[src/design/can_mode_pkg.sv]
package can_mode_pkg;

  // ----------------------------------------------------------------
  // register map (word index on the plain register port)
  // ----------------------------------------------------------------
  localparam int         ADDR_W         = 4;
  localparam int         DATA_W         = 16;
  localparam logic [3:0] OFS_MODE_CTRL  = 4'h0;  // mode_control_reg
  localparam logic [3:0] OFS_FILTER_CNT = 4'h1;  // filter_bit_count_reg
  localparam logic [3:0] OFS_IRQ_CODE   = 4'h2;  // interrupt_code_reg

  // ----------------------------------------------------------------
  // field positions
  // ----------------------------------------------------------------
  localparam int POS_IDLE_STOP  = 13;
  localparam int POS_ABORT_ALL  = 12;
  localparam int POS_MODE_REQ   = 8;   // 10:8
  localparam int POS_MODE_CUR   = 5;   // 7:5
  localparam int POS_CAPTURE    = 3;
  localparam int POS_VIEW       = 0;
  localparam int POS_FILTER_HIT = 8;   // 11:8

  // ----------------------------------------------------------------
  // operating mode codes
  // ----------------------------------------------------------------
  localparam logic [2:0] MODE_NORMAL      = 3'h0;
  localparam logic [2:0] MODE_DISABLE     = 3'h1;
  localparam logic [2:0] MODE_LOOPBACK    = 3'h2;
  localparam logic [2:0] MODE_LISTEN_ONLY = 3'h3;
  localparam logic [2:0] MODE_CONFIG      = 3'h4;
  localparam logic [2:0] MODE_RSVD_A      = 3'h5;
  localparam logic [2:0] MODE_RSVD_B      = 3'h6;
  localparam logic [2:0] MODE_LISTEN_ALL  = 3'h7;
  localparam logic [2:0] MODE_RESET       = MODE_CONFIG;

  // ----------------------------------------------------------------
  // counts, limits and codes
  // ----------------------------------------------------------------
  localparam int         IDLE_BITS      = 11;     // recessive bits of bus idle
  localparam logic [1:0] MAX_OVERLOAD   = 2'h2;   // overload frames in a row
  localparam logic [4:0] CMP_COUNT_MAX  = 5'h11;  // highest valid compare count
  localparam logic [6:0] IRQ_NONE       = 7'h40;
  localparam logic [6:0] IRQ_ERROR      = 7'h41;
  localparam logic [6:0] IRQ_WAKE       = 7'h42;
  localparam logic [6:0] IRQ_OVERFLOW   = 7'h43;
  localparam logic [6:0] IRQ_ALMOST     = 7'h44;
  localparam int         CLK_NS         = 100;    // 10 MHz module clock
  localparam int         WAKE_LPF_NS    = 500;    // least dominant time to wake
  localparam int         WAKE_LPF_CYC   = (WAKE_LPF_NS + CLK_NS - 1) / CLK_NS;

  // ----------------------------------------------------------------
  // carriers
  // ----------------------------------------------------------------
  typedef struct packed {
    logic tx_enable;         // engine may transmit
    logic rx_enable;         // engine may receive
    logic send_err_ack;      // engine may send error flags and acks
    logic err_count_clear;   // hold error counters at zero
    logic err_count_freeze;  // hold error counters at their value
    logic ignore_errors;     // accept every message
    logic loopback;          // internal tx routed to internal rx
    logic tx_pin_own;        // block owns the transmit pin
    logic rx_pin_own;        // block owns the receive pin
  } mode_ctl_t;

  typedef struct packed {
    logic [15:0] buf_pend;   // buffers 0..15 pending
    logic        err;
    logic        wake;
    logic        ovf;
    logic        almost;
  } irq_src_t;

endpackage : can_mode_pkg

[src/design/bus_idle_detect.sv]
`timescale 1ns/1ps
`default_nettype none

// counts recessive bit samples; any dominant sample restarts the count
module bus_idle_detect #(
  parameter int IDLE_BITS = can_mode_pkg::IDLE_BITS
) (
  input  wire logic mclk_i,
  input  wire logic reset_n_i,
  input  wire logic bit_tick_i,   // sample point strobe
  input  wire logic rx_i,         // bus level, 1 = recessive
  input  wire logic restart_i,    // start a fresh idle period
  output logic      idle_o        // at least IDLE_BITS recessive bits seen
);

  logic [4:0] cnt_r;              // saturating recessive bit count

  // ----------------------------------------------------------------
  // recessive run counter
  // ----------------------------------------------------------------
  always_ff @(posedge mclk_i or negedge reset_n_i) begin
    if (!reset_n_i) begin
      cnt_r <= 5'h00;
    end else if (restart_i) begin
      cnt_r <= 5'h00;
    end else if (bit_tick_i) begin
      if (!rx_i) begin
        cnt_r <= 5'h00;
      end else if (cnt_r < 5'(IDLE_BITS)) begin
        cnt_r <= cnt_r + 5'h01;
      end
    end
  end

  assign idle_o = (cnt_r >= 5'(IDLE_BITS));

endmodule : bus_idle_detect

`default_nettype wire

[src/design/can_mode_control.sv]
`timescale 1ns/1ps
`default_nettype none

module can_mode_control #(
  parameter int LPF_CYC = can_mode_pkg::WAKE_LPF_CYC
) (
  input  wire logic                   mclk_i,
  input  wire logic                   reset_n_i,
  // register port
  input  wire logic [3:0]             addr_i,
  input  wire logic [15:0]            wdata_i,
  input  wire logic                   wr_i,
  input  wire logic                   rd_i,
  output logic      [15:0]            rdata_o,
  // bus pins
  input  wire logic                   bus_rx_pin_i,
  output logic                        bus_tx_pin_o,
  output logic                        bus_tx_oe_n_o,
  output logic                        bus_rx_owned_o,
  // protocol engine side
  input  wire logic                   bit_tick_i,
  input  wire logic                   eng_tx_i,
  output logic                        eng_rx_o,
  input  wire logic                   tx_busy_i,
  input  wire logic                   in_ifs_i,
  input  wire logic                   rx_not_ready_i,
  input  wire logic                   sof_i,
  output logic                        overload_req_o,
  output can_mode_pkg::mode_ctl_t     mode_ctl_o,
  output logic                        cfg_write_ok_o,
  // buffers, filters and interrupts
  input  wire logic                   tx_req_i,
  output logic                        tx_start_ok_o,
  output logic                        tx_abort_o,
  output logic                        abort_all_o,
  input  wire logic                   all_aborted_i,
  input  wire logic                   msg_rx_i,
  input  wire logic [4:0]             filter_hit_i,
  output logic                        capture_o,
  output logic                        map_view_o,
  input  wire logic [4:0]             compare_count_i,
  output logic                        compare_valid_o,
  input  wire can_mode_pkg::irq_src_t irq_src_i,
  output logic                        wake_event_o,
  // power and configuration
  input  wire logic                   wake_lowpass_enable_i,
  input  wire logic                   sleep_i,
  input  wire logic                   cpu_idle_i,
  output logic                        halt_o
);

  // ----------------------------------------------------------------
  // state and declarations
  // ----------------------------------------------------------------
  typedef enum logic [1:0] {
    ST_HOLD = 2'b01,                 // mode stable
    ST_WAIT = 2'b10                  // change requested, waiting for idle
  } chg_state_t;

  chg_state_t  state_r;              // mode change sequencer
  logic [2:0]  mode_req_r;           // mode_request
  logic [2:0]  mode_cur_r;           // mode_current
  logic        idle_stop_r;          // idle_stop
  logic        abort_all_r;          // abort_all_tx
  logic        capture_en_r;         // rx_capture_enable
  logic        view_r;               // map_view_select
  logic [3:0]  filter_idx_r;         // matched_filter_index
  logic [6:0]  irq_code_r;           // irq_source_code
  logic [6:0]  irq_code_nxt;
  logic [1:0]  ovl_cnt_r;            // overload frames since last frame
  logic        entry_wait_r;         // new mode still waiting for idle
  logic        abort_done_r;         // entry-wait abort already signalled
  logic        rx_prev_r;            // previous bus level for wake edge
  logic        rx_filt_r;            // low-pass filtered receive level
  logic [3:0]  lpf_cnt_r;            // dominant run length
  logic [15:0] rdata_r;
  logic        bus_idle;
  logic        grant;
  logic        rx_eff;
  logic        wr_ctrl;
  logic        req_valid;
  can_mode_pkg::mode_ctl_t ctl;

  assign wr_ctrl   = wr_i && (addr_i == can_mode_pkg::OFS_MODE_CTRL);
  // reserved codes are never granted
  assign req_valid = (mode_req_r != can_mode_pkg::MODE_RSVD_A) &&
                     (mode_req_r != can_mode_pkg::MODE_RSVD_B);

  // ----------------------------------------------------------------
  // receive path and wake filter
  // ----------------------------------------------------------------
  // filter counts at all times; its output is used only while asleep with the filter enabled
  always_ff @(posedge mclk_i or negedge reset_n_i) begin
    if (!reset_n_i) begin
      lpf_cnt_r <= 4'h0;
      rx_filt_r <= 1'b1;
    end else if (bus_rx_pin_i) begin
      lpf_cnt_r <= 4'h0;
      rx_filt_r <= 1'b1;
    end else if (lpf_cnt_r < 4'(LPF_CYC)) begin
      lpf_cnt_r <= lpf_cnt_r + 4'h1;
    end else begin
      rx_filt_r <= 1'b0;
    end
  end

  // short dominant glitches are hidden while asleep with the wake filter enabled
  assign rx_eff = (wake_lowpass_enable_i && sleep_i) ? rx_filt_r : bus_rx_pin_i;

  // ----------------------------------------------------------------
  // bus idle detection
  // ----------------------------------------------------------------
  bus_idle_detect #(
    .IDLE_BITS (can_mode_pkg::IDLE_BITS)
  ) u_idle (
    .mclk_i     (mclk_i),
    .reset_n_i  (reset_n_i),
    .bit_tick_i (bit_tick_i),
    .rx_i       (rx_eff),
    .restart_i  (grant),
    .idle_o     (bus_idle)
  );

  // grant needs idle; config entry also waits for the transmitter
  assign grant = (state_r == ST_WAIT) && req_valid && bus_idle &&
                 (mode_req_r != mode_cur_r) &&
                 !((mode_req_r == can_mode_pkg::MODE_CONFIG) && tx_busy_i);

  // ----------------------------------------------------------------
  // mode change sequencer
  // ----------------------------------------------------------------
  always_ff @(posedge mclk_i or negedge reset_n_i) begin
    if (!reset_n_i) begin
      state_r    <= ST_HOLD;
      mode_cur_r <= can_mode_pkg::MODE_RESET;
    end else begin
      case (state_r)
        ST_HOLD: begin
          if (req_valid && (mode_req_r != mode_cur_r)) begin
            state_r <= ST_WAIT;
          end
        end
        ST_WAIT: begin
          if (grant) begin
            mode_cur_r <= mode_req_r;
            state_r    <= ST_HOLD;
          end else if (!req_valid || (mode_req_r == mode_cur_r)) begin
            state_r <= ST_HOLD;
          end
        end
        default: begin
          state_r <= ST_HOLD;
        end
      endcase
    end
  end

  // ----------------------------------------------------------------
  // per-mode engine controls
  // ----------------------------------------------------------------
  always_comb begin
    ctl = '0;
    case (mode_cur_r)
      can_mode_pkg::MODE_NORMAL: begin
        ctl.tx_enable    = 1'b1;
        ctl.rx_enable    = 1'b1;
        ctl.send_err_ack = 1'b1;
        ctl.tx_pin_own   = 1'b1;
        ctl.rx_pin_own   = 1'b1;
      end
      can_mode_pkg::MODE_DISABLE: begin
        ctl.err_count_freeze = 1'b1;
      end
      can_mode_pkg::MODE_LOOPBACK: begin
        ctl.tx_enable    = 1'b1;
        ctl.rx_enable    = 1'b1;
        ctl.send_err_ack = 1'b1;
        ctl.loopback     = 1'b1;
      end
      can_mode_pkg::MODE_LISTEN_ONLY: begin
        ctl.rx_enable        = 1'b1;
        ctl.err_count_freeze = 1'b1;
        ctl.rx_pin_own       = 1'b1;
      end
      can_mode_pkg::MODE_LISTEN_ALL: begin
        ctl.rx_enable     = 1'b1;
        ctl.ignore_errors = 1'b1;
        ctl.rx_pin_own    = 1'b1;
      end
      can_mode_pkg::MODE_CONFIG: begin
        ctl.err_count_clear = 1'b1;
      end
      default: begin
        ctl = '0;
      end
    endcase
  end

  assign mode_ctl_o     = ctl;
  assign cfg_write_ok_o = (mode_cur_r == can_mode_pkg::MODE_CONFIG);
  assign halt_o         = idle_stop_r && cpu_idle_i;

  // ----------------------------------------------------------------
  // pins and loopback
  // ----------------------------------------------------------------
  assign bus_tx_pin_o   = ctl.tx_pin_own ? eng_tx_i : 1'b1;
  assign bus_tx_oe_n_o  = !ctl.tx_pin_own;
  assign bus_rx_owned_o = ctl.rx_pin_own;
  assign eng_rx_o       = ctl.loopback ? eng_tx_i : rx_eff;

  // ----------------------------------------------------------------
  // entry wait and transmit abort
  // ----------------------------------------------------------------
  always_ff @(posedge mclk_i or negedge reset_n_i) begin
    if (!reset_n_i) begin
      entry_wait_r <= 1'b1;
      abort_done_r <= 1'b0;
    end else if (grant) begin
      entry_wait_r <= 1'b1;
      abort_done_r <= 1'b0;
    end else begin
      if (bus_idle) begin
        entry_wait_r <= 1'b0;
      end
      if (tx_abort_o) begin
        abort_done_r <= 1'b1;
      end
    end
  end

  assign tx_start_ok_o = ctl.tx_enable && !entry_wait_r && !halt_o;
  assign tx_abort_o    = entry_wait_r && ctl.tx_enable && tx_req_i && !abort_done_r &&
                         (mode_req_r == can_mode_pkg::MODE_DISABLE);

  // ----------------------------------------------------------------
  // overload frame requests
  // ----------------------------------------------------------------
  assign overload_req_o = in_ifs_i && bit_tick_i && (!rx_eff || rx_not_ready_i) &&
                          ctl.send_err_ack && !halt_o &&
                          (ovl_cnt_r < can_mode_pkg::MAX_OVERLOAD);

  // count restarts when a new frame begins
  always_ff @(posedge mclk_i or negedge reset_n_i) begin
    if (!reset_n_i) begin
      ovl_cnt_r <= 2'h0;
    end else if (sof_i) begin
      ovl_cnt_r <= 2'h0;
    end else if (overload_req_o) begin
      ovl_cnt_r <= ovl_cnt_r + 2'h1;
    end
  end

  // ----------------------------------------------------------------
  // wake detection in disable mode
  // ----------------------------------------------------------------
  always_ff @(posedge mclk_i or negedge reset_n_i) begin
    if (!reset_n_i) begin
      rx_prev_r <= 1'b1;
    end else begin
      rx_prev_r <= rx_eff;
    end
  end

  assign wake_event_o = (mode_cur_r == can_mode_pkg::MODE_DISABLE) && rx_prev_r && !rx_eff;

  // ----------------------------------------------------------------
  // control register bits
  // ----------------------------------------------------------------
  always_ff @(posedge mclk_i or negedge reset_n_i) begin
    if (!reset_n_i) begin
      mode_req_r   <= can_mode_pkg::MODE_RESET;
      idle_stop_r  <= 1'b0;
      capture_en_r <= 1'b0;
      view_r       <= 1'b0;
    end else if (wr_ctrl) begin
      mode_req_r  <= wdata_i[can_mode_pkg::POS_MODE_REQ +: 3];
      idle_stop_r <= wdata_i[can_mode_pkg::POS_IDLE_STOP];
      view_r      <= wdata_i[can_mode_pkg::POS_VIEW];
      if (cfg_write_ok_o) begin
        capture_en_r <= wdata_i[can_mode_pkg::POS_CAPTURE];
      end
    end
  end

  // a set written in the same cycle as completion wins
  always_ff @(posedge mclk_i or negedge reset_n_i) begin
    if (!reset_n_i) begin
      abort_all_r <= 1'b0;
    end else if (wr_ctrl && wdata_i[can_mode_pkg::POS_ABORT_ALL]) begin
      abort_all_r <= 1'b1;
    end else if (all_aborted_i) begin
      abort_all_r <= 1'b0;
    end
  end

  assign abort_all_o     = abort_all_r;
  assign capture_o       = capture_en_r && msg_rx_i;
  assign map_view_o      = view_r;
  assign compare_valid_o = (compare_count_i <= can_mode_pkg::CMP_COUNT_MAX);

  // ----------------------------------------------------------------
  // filter hit and interrupt code reports
  // ----------------------------------------------------------------
  always_ff @(posedge mclk_i or negedge reset_n_i) begin
    if (!reset_n_i) begin
      filter_idx_r <= 4'h0;
    end else if (msg_rx_i && !filter_hit_i[4]) begin
      filter_idx_r <= filter_hit_i[3:0];
    end
  end

  // lowest pending buffer first, then the module-level sources
  always_comb begin
    irq_code_nxt = can_mode_pkg::IRQ_NONE;
    if (irq_src_i.almost) irq_code_nxt = can_mode_pkg::IRQ_ALMOST;
    if (irq_src_i.ovf)    irq_code_nxt = can_mode_pkg::IRQ_OVERFLOW;
    if (irq_src_i.wake)   irq_code_nxt = can_mode_pkg::IRQ_WAKE;
    if (irq_src_i.err)    irq_code_nxt = can_mode_pkg::IRQ_ERROR;
    for (int i = 15; i >= 0; i--) begin
      if (irq_src_i.buf_pend[i]) irq_code_nxt = 7'(i);
    end
  end

  always_ff @(posedge mclk_i or negedge reset_n_i) begin
    if (!reset_n_i) begin
      irq_code_r <= can_mode_pkg::IRQ_NONE;
    end else begin
      irq_code_r <= irq_code_nxt;
    end
  end

  // ----------------------------------------------------------------
  // register read port, data valid the cycle after the strobe
  // ----------------------------------------------------------------
  always_ff @(posedge mclk_i or negedge reset_n_i) begin
    if (!reset_n_i) begin
      rdata_r <= 16'h0000;
    end else if (!rd_i) begin
      rdata_r <= 16'h0000;
    end else begin
      case (addr_i)
        can_mode_pkg::OFS_MODE_CTRL: begin
          rdata_r <= {2'b00, idle_stop_r, abort_all_r, 1'b0, mode_req_r,
                      mode_cur_r, 1'b0, capture_en_r, 2'b00, view_r};
        end
        can_mode_pkg::OFS_FILTER_CNT: begin
          rdata_r <= {11'h000, compare_count_i};
        end
        can_mode_pkg::OFS_IRQ_CODE: begin
          rdata_r <= {3'b000, 1'b0, filter_idx_r, 1'b0, irq_code_r};
        end
        default: begin
          rdata_r <= 16'h0000;
        end
      endcase
    end
  end

  assign rdata_o = rdata_r;
endmodule : can_mode_control

`default_nettype wire

[config.mk]
export PLATFORM = sky130hd
export DESIGN_NAME = can_mode_control
export DESIGN_NICKNAME = d
export VERILOG_FILES = /design/src/design/can_mode_pkg.sv /design/src/design/bus_idle_detect.sv /design/src/design/can_mode_control.sv
export SDC_FILE = /design/constraint.sdc
export NUM_CORES = 1
export LEC_CHECK = 0
export ABC_AREA = 1
export BUFFER_PORTS_ARGS = -buffer_cell sky130_fd_sc_hd__buf_4
export CAP_MARGIN = 20
export CORE_ASPECT_RATIO = 1.25
export CORE_MARGIN = 4
export CORE_UTILIZATION = 48
export DETAILED_ROUTE_END_ITERATION = 10
export PLACE_DENSITY = 0.87
export RECOVER_POWER = 25
export SLEW_MARGIN = 15
export SYNTH_ARGS = -nofsm -noshare
export SYNTH_HDL_FRONTEND = slang
export SYNTH_SLANG_ARGS = --single-unit
[constraint.sdc]
create_clock -name mclk_i -period 2 [get_ports mclk_i]
set_input_delay 0.3 -clock mclk_i [delete_from_list [all_inputs] [get_ports mclk_i]]
set_output_delay 0.3 -clock mclk_i [all_outputs]
set_load 0.01 [all_outputs]
# Word-level counts from Yosys, hierarchy flattened

Index checks and enable logic that the tools add are counted.

Input bits: 67
Output and inout bits: 39
Register bits after elaboration: 54

Add/sub/neg operators: 3
Mux-type cells: 53
Reduce and logical (&&, ||, !) cells: 52
Equality and inequality tests: 19
$lt $le $gt $ge: 5

Operator list:

| kind                  | count |
|---|---|
| $mux W7               | 19 |
| $pmux W14 S3          | 1 |
| $logic_and A1 B1 Y1   | 26 |
| $mux W5               | 4 |
| $mux W1               | 19 |
| $mux W14              | 1 |
| $reduce_bool A2 Y1    | 6 |
| $mux W2               | 5 |
| $eq A3 B3 Y1 const B  | 3 |
| $logic_not A1 Y1      | 8 |
| $mux W4               | 2 |
| $reduce_and A2 Y1     | 4 |
| $eq A3 B1 Y1 const B  | 2 |
| $eq A3 B2 Y1 const B  | 2 |
| $ne A3 B2 Y1 const B  | 2 |
| $ne A3 B3 Y1 const B  | 2 |
| $add A5 B1 Y5 const B | 1 |
| $ge A5 B4 Y1 const B  | 1 |
| $le A5 B5 Y1 const B  | 1 |
| $lt A5 B4 Y1 const B  | 1 |
| $add A4 B1 Y4 const B | 1 |
| $eq A4 B1 Y1 const B  | 1 |
| $eq A4 B2 Y1 const B  | 1 |
| $logic_not A4 Y1      | 1 |
| other kinds (15)      | 18 |

# Longest topological paths before layout

Gate-level depths: netlist of the first run.

Word-level depth: 20
Mapped depth: 17
Mapped depth without buffers: 17

# Cells and area by module

Synthesis of the first run repeated with hierarchy kept, for this count alone.

Cells, all modules: 312
Area, all modules: 2576.2 µm²

By module, submodules not included:

| module           | cells each | area an instance (µm²) | instances | seq. area each (µm²) |
|---|---|---|---|---|
| can_mode_control | 275        | 2274.7                 | 1         | 1134.8 |
| bus_idle_detect  | 37         | 301.5                  | 1         | 125.1 |

# Worst setup path before layout of the first run

Ideal clock, no wire load.

Path kind: flip-flop to output port
Start point: reg mode_cur_r[0]
End point: out bus_tx_pin_o
Path slack: 0.341 ns
Stages on the path, launching flop included: 6
Path buffers: 0
Arrival: 1.359 ns
Cell sequence: dfrtp_1 nor2_2 inv_1 nor2_1 inv_1 or2_2

RTL lines:

| what                   | line                    | source |
|---|---|---|
| from (decl)            | can_mode_control.sv:62  | `logic [2:0] mode_cur_r;` |
| from (signal assigned) | can_mode_control.sv:135 | `mode_cur_r <= can_mode_pkg::MODE_RESET;` |
| from (signal assigned) | can_mode_control.sv:145 | `mode_cur_r <= mode_req_r;` |
| to (decl)              | can_mode_control.sv:17  | `output logic bus_tx_pin_o,` |

# Final worst setup path of the first run

Start point: reg mode_cur_r[2]
End point: out cfg_write_ok_o

Longest elaborated chain between the ends: 1

RTL lines:

| what         | line                    | source |
|---|---|---|
| $eq A3 B3 Y1 | can_mode_control.sv:200 | `assign cfg_write_ok_o = (mode_cur_r == can_mode_pkg::MODE_CONFIG);` |
| to (decl)    | can_mode_control.sv:30  | `output logic cfg_write_ok_o,` |

Every way passes these cells.

==> flow_summary_export.csv, run 1 <==
group,metric,value,unit
timing,slew_headroom,0.2050,
global_routing,grt.total_usage,0.1918,
synthesis,ys.flop_type,"dfrtp_1",
global_routing,overflow,0,
global_routing,grt_pass1_vias,2254,
placed_design,placed_area,3241,sq um
clock_tree,cts_hold_buf,0,
critical_path,crit_family,"flip-flops",
synthesis,synth_largest_area_cell,"dfrtp_1",
pwr,ir_drop,0.3771,mV
timing,skew,3.432,ps
die,start_util,0.4926,
placed_design,pre_cts_ws,296.5,ps
global_routing,grt_max_degree,51,
timing,fin_crit_sh,0.9438,
clock_tree,cts_tree,"done",
timing,setup_viol,0,
cells_and_area,fillCellCount,434,
synthesis,syn_area_per_cell,8.259,sq um
die,die_area,6440,sq um
clock_tree,cts_sinks,50,
synthesis,synth_seq_cells,50,
timing,period_minus_slack,1888,ps
flow_run,maxCapViolations,0,
critical_path,slowest_stage,"dfstp_2",
timing,worst_slack,112.5,ps
critical_path,cp.arrival,1590,ps
die,die-width,72.58,microns
global_routing,grt_antenna_before_repair,0,
detailed_routing,dr.pass1.iters,4,
synthesis,syn_inst,303,
detailed_routing,drtAntennaViolNets,0,
timing,worstMarginPinSlew,1192,ps
synthesis,ys_types,35,
critical_path,cp_max_fo,6,
timing,finalHoldViolations,0,
clock_tree,cts_max_level,2,
clock_tree,clkLatencyLatePin,290,ps
cells_and_area,fin_area,3353,sq um
cells_and_area,nets,470,
die,pin_count,106,
cells_and_area,fin_util,0.6601,
cells_and_area,drive_above_1_share,0.3367,
global_routing,grt_pass1_wl,9542,microns
clock_tree,cts_buffers,5,
synthesis,syn_area,2502,sq um
synthesis,ys_warn_count,0,
die,core,5080,sq um
critical_path,path_buf_inv,2,
synthesis,synth-async-reset-ratio,1.000,
detailed_routing,routed_wl,5906,microns
pwr,power,2179,uW
critical_path,worstSetupPathType,"register to primary output",
cells_and_area,antenna_cells,0,
timing,slew_violations,0,
worst_hold_path,hold_class,"input port to register",
placed_design,dp.cells,454,
synthesis,yosysTopAreaCellShare,0.4300,
critical_path,end_kind,"primary output",
placed_design,io_buffers,94,
detailed_routing,routedWlPerCell,12.76,microns
die,dieHeight,88.73,microns
detailed_routing,post_drt_via_cell_ratio,4.857,
critical_path,path_cells,"inv_1 -> nor3_1 -> buf_4",
clock_tree,ctsRootBufferMaster,"clkbuf_8",
synthesis,ys_seq_area_frac,0.5035,
placed_design,place_congestion,0.8034,
detailed_routing,vias,2249,
clock_tree,cts_max_path_buffers,2,
die,rows,29,
critical_path,ff2ff_setup_slack,330,ps
synthesis,synth_edf_count,0,
detailed_routing,drt_iter0_drc,100,
timing,fmax,529.8,MHz
pwr,power.leakage,0.001793,uW
clock_tree,clk_pin_slew,80,ps
cells_and_area,areaGrowthSynthToFinish,34.00,%
cells_and_area,stdcell_count,463,
critical_path,start_kind,"register",
run_status,outcome,"complete, no violations",
synthesis,synth_area_leaders,"dfrtp_1 43%, nand2_1 11%, dfstp_2 7.4%",
cells_and_area,seqCellArea,1261,sq um
critical_path,slowest_delay,590,ps
pwr,p_per_area,649.8,nW/um^2
critical_path,cp.required,1700,ps
placed_design,hpwl,4773,microns
detailed_routing,drc,0,
cells_and_area,multi_input_area,1026,sq um
==> metal layers <==
layer  up-vias  global-route usage  share of wire
li1       1137                   -              -
met1      1022              0.1955           0.35
met2        77              0.3662           0.55
met3        13             0.04432          0.073
met4         0             0.08557          0.027
met5         -                   0              0
==> worst paths after layout <==
check	startpoint	endpoint	cells after the start
min	sof_i	ovl_cnt_r[1]	2
min in group asynchronous	reset_n_i	lpf_cnt_r[3]	1
max reg2reg	mode_cur_r[2]	capture_en_r	4
max in group asynchronous	reset_n_i	mode_cur_r[0]	1
min reg2reg	entry_wait_r	entry_wait_r	2
max	mode_cur_r[2]	cfg_write_ok_o	3
==> worst reg2reg max path, stage by stage (launching register included) <==
cell,delay (ps)
dfstp_2,590
inv_1,130
nor3_1,370
nand3_1,180
mux2_2,300
==> flip-flops by register name, indices dropped and copies added (netlist names), 3 cells and up <==
name,cells
rdata_o,14
mode_req_r,3
lpf_cnt_r,4
filter_idx_r,4
mode_cur_r,3
irq_code_r,5
u_idle.cnt_r,5
==> cell usage in the layout, fill, tap and decap left out, drive strengths merged, types with 5 or more instances in the layout <==
cell type / n
buf: 94
nand2: 76
inv: 52
dfrtp: 43
nor2: 36
a21oi: 19
o21ai: 16
nand3: 14
clkbuf: 9
mux2: 7
dfstp: 7
nor3: 5
==> cells by family after synthesis <==
kind of cell / after synthesis / share of synthesized area
adders and majority gates: 3 / 0.01500
and+or+nand+nor: 140 / 0.2415
muxes: 7 / 0.03150
buffers and inverters: 58 / 0.09851
other: 1 / 0.001499
xor gates and xnor gates: 4 / 0.01400
DFF: 50 / 0.5035
AOI/OAI and AO/OA: 40 / 0.09451
==> cell usage after synthesis (all sizes together) (3+ instances only) <==
cell / count
buf: 6
nand2: 76
dfrtp: 43
mux2: 7
inv: 52
nand4: 4
a21oi: 19
nor3: 5
xnor2: 3
ha: 3
nor2: 36
nand3: 14
o21ai: 16
dfstp: 7
==> per-stage QoR <==
stage          hold slack [ps]  setup TNS, ps
3_5_place_dp             353.8              0
4_1_cts                  24.02              0
2_1_floorplan            4.409              0
5_1_grt                  142.1         -2.509
6_report                 155.9              0
3_3_place_gp             343.8              0
==> where the power goes <==
group          switching [uW]  leakage, uW  internal (uW)
combinational             224      0.00112            205
clock                     309    0.0000395            249
sequential               72.3     0.000632           1120
total                     605      0.00179           1570
==> cell type report <==
type                       instances  share of cell area
sequential                        50              0.3761
timing repair buffer              95              0.2119
clock buffer                       8             0.02388
inverter                          52             0.05896
multi-input combinational        196              0.3060
tap                               62             0.02313
==> what timing repair did <==
action / 4_1_cts / 5_1_grt
setup buffers: 0 / 1
endpoints found under the setup margin: 1 / 3
resized for setup: 1 / 5
pin swaps: 0 / 1
(Power assumes the default switching activity.)
==> run 2, diff against run 1 <==
Settings changed: CORE_ASPECT_RATIO 1.25 to default, CORE_UTILIZATION 48 to 35, PLACE_DENSITY 0.87 to 0.69.
==> run 2 against run 1 <==
Compared with the run above:
- maximum frequency grew 1.2%
- final area grew 1.4%
- hold slack gained 0.85 ps
- clock power shrank 2%
- critical path type unchanged
- sequential cell count is the same
- highest routed layer unchanged
- utilization shrank 17 points
- via count shrank 1.2%
- setup slack gained 22 ps
- wire length shrank 2.2%
- die area grew 33%
==> flow_summary_export.csv, run 2 (same netlist as run 1, synthesis figures left out) <==
group,metric,value,unit
timing,slew_headroom,0.2132,
worst_hold_path,hold_class,"input port to register",
clock_tree,clkLatencyLatePin,290,ps
run_status,outcome,"complete, no violations",
global_routing,grt_pass1_wl,9591,microns
pwr,p_per_area,638.3,nW/um^2
die,core,6869,sq um
timing,finalHoldViolations,0,
critical_path,worstSetupPathType,"register to primary output",
clock_tree,cts_tree,"done",
detailed_routing,drtAntennaViolNets,0,
critical_path,path_buf_inv,3,
critical_path,crit_family,"simple AND/OR/NAND/NOR gates",
pwr,ir_drop,0.2888,mV
global_routing,grt_antenna_before_repair,0,
cells_and_area,drive_above_1_share,0.3408,
detailed_routing,drc,0,
timing,period_minus_slack,1865,ps
detailed_routing,routedWlPerCell,11.60,microns
detailed_routing,post_drt_via_cell_ratio,4.462,
detailed_routing,routed_wl,5776,microns
cells_and_area,antenna_cells,0,
clock_tree,cts_buffers,5,
critical_path,cp.required,1700,ps
flow_run,maxCapViolations,0,
global_routing,overflow,0,
timing,finalSetupTns,0,ps
critical_path,cp.arrival,1570,ps
timing,rsz0062_at_grt,"false",
die,pin_count,106,
die,dieHeight,92.56,microns
critical_path,cp_max_fo,5,
timing,skew,8.664,ps
timing,worstMarginPinSlew,1180,ps
clock_tree,clk_pin_slew,80,ps
timing,fmax,536.1,MHz
pwr,power.leakage,0.001797,uW
cells_and_area,areaGrowthSynthToFinish,35.90,%
global_routing,grt.total_usage,0.1368,
clock_tree,ctsRootBufferMaster,"clkbuf_8",
clock_tree,cts_sinks,50,
critical_path,start_kind,"register",
clock_tree,cts_max_level,2,
placed_design,hpwl,4687,microns
critical_path,cpMostUsedCell,"inv_1",
global_routing,grt_max_degree,51,
timing,setup_viol,0,
detailed_routing,vias,2222,
critical_path,path_cells,"nor2_4 -> inv_1 -> nor2_1 -> inv_1 -> or2_2 -> buf_4",
critical_path,slowest_stage,"dfrtp_2",
cells_and_area,largest_reg_flops,14,
clock_tree,cts_hold_buf,0,
detailed_routing,drt_iter0_drc,65,
placed_design,dp.cells,489,
cells_and_area,stdcell_count,498,
clock_tree,cts_max_path_buffers,2,
placed_design,io_buffers,94,
detailed_routing,dr.pass1.iters,4,
global_routing,grt_pass1_vias,2187,
cells_and_area,final_cell_mix,"94 x buf_4, 74 x nand2_1, 49 x inv_1",
die,rows,30,
die,die_area,8566,sq um
critical_path,end_kind,"primary output",
timing,slew_violations,0,
die,die-width,92.56,microns
die,start_util,0.3643,
cells_and_area,layout_commonest_cell,"buf_4",
critical_path,slowest_delay,460,ps
placed_design,place_congestion,0.7834,
cells_and_area,nets,471,
timing,fin_crit_sh,0.9326,
## run 2: metal layers
| metal | routed length (microns) | global-route usage |
|---|---|---|
| met1 | 2391 | 0.1646 |
| met2 | 2884 | 0.2393 |
| met3 | 447 | 0.03656 |
| met4 | 53 | 0.03960 |
| met5 | 0 | 0 |
## run 2: where the power goes
group / internal [uW] / leakage (uW) / switching (uW)
clock network: 249 / 0.0000395 / 300
registers: 1120 / 0.000632 / 79.6
logic: 205 / 0.00113 / 218
total: 1570 / 0.00180 / 597
## run 2: path summary, 6_finish.rpt
check / slack [ps] / cells past startpoint / to / start
setup reg to reg: 370 / 8 / u_idle.cnt_r[2] / u_idle.cnt_r[0]
hold reg to reg: 510 / 2 / rdata_o[6] / irq_code_r[6]
setup / recovery: 130 / 6 / bus_tx_pin_o / mode_cur_r[0]
max in group asynchronous: 980 / 1 / mode_cur_r[0] / reset_n_i
min in group asynchronous: 230 / 1 / lpf_cnt_r[2] / reset_n_i
hold / removal: 160 / 2 / ovl_cnt_r[1] / sof_i
## run 2: final cells by class
class / count / area [sq um]
Inverter: 52 / 197.7
Timing Repair Buffer: 96 / 718.2
Clock buffer: 8 / 80.08
Sequential cell: 50 / 1261
Multi-Input combinational cell: 196 / 1023
Fill cell: 679 / 3468
Tap cell: 96 / 120.1
## run 2: per-stage QoR
stage / hold WS (ps) / utilization / power [uW] / area [sq um] / setup WS [ps]
2_1_floorplan: 4.409 / - / 1450 / 2506 / 340.8
3_3_place_gp: 355.2 / 0.4791 / 1625 / 3291 / 355.5
3_5_place_dp: 359.4 / 0.4791 / 1645 / 3291 / 309.6
4_1_cts: 37.46 / 0.4907 / 2199 / 3371 / 15.29
5_1_grt: 144.8 / 0.4951 / 2318 / 3401 / 3.391
6_report: 156.7 / 0.4951 / 2171 / 3401 / 134.7
## run 2: repair_timing
action | in CTS | in global routing
setup buffers | 0 | 1
gates resized for setup | 0 | 6
endpoints found under the setup margin | 0 | 5
endpoints found under the hold margin | 0 | 0
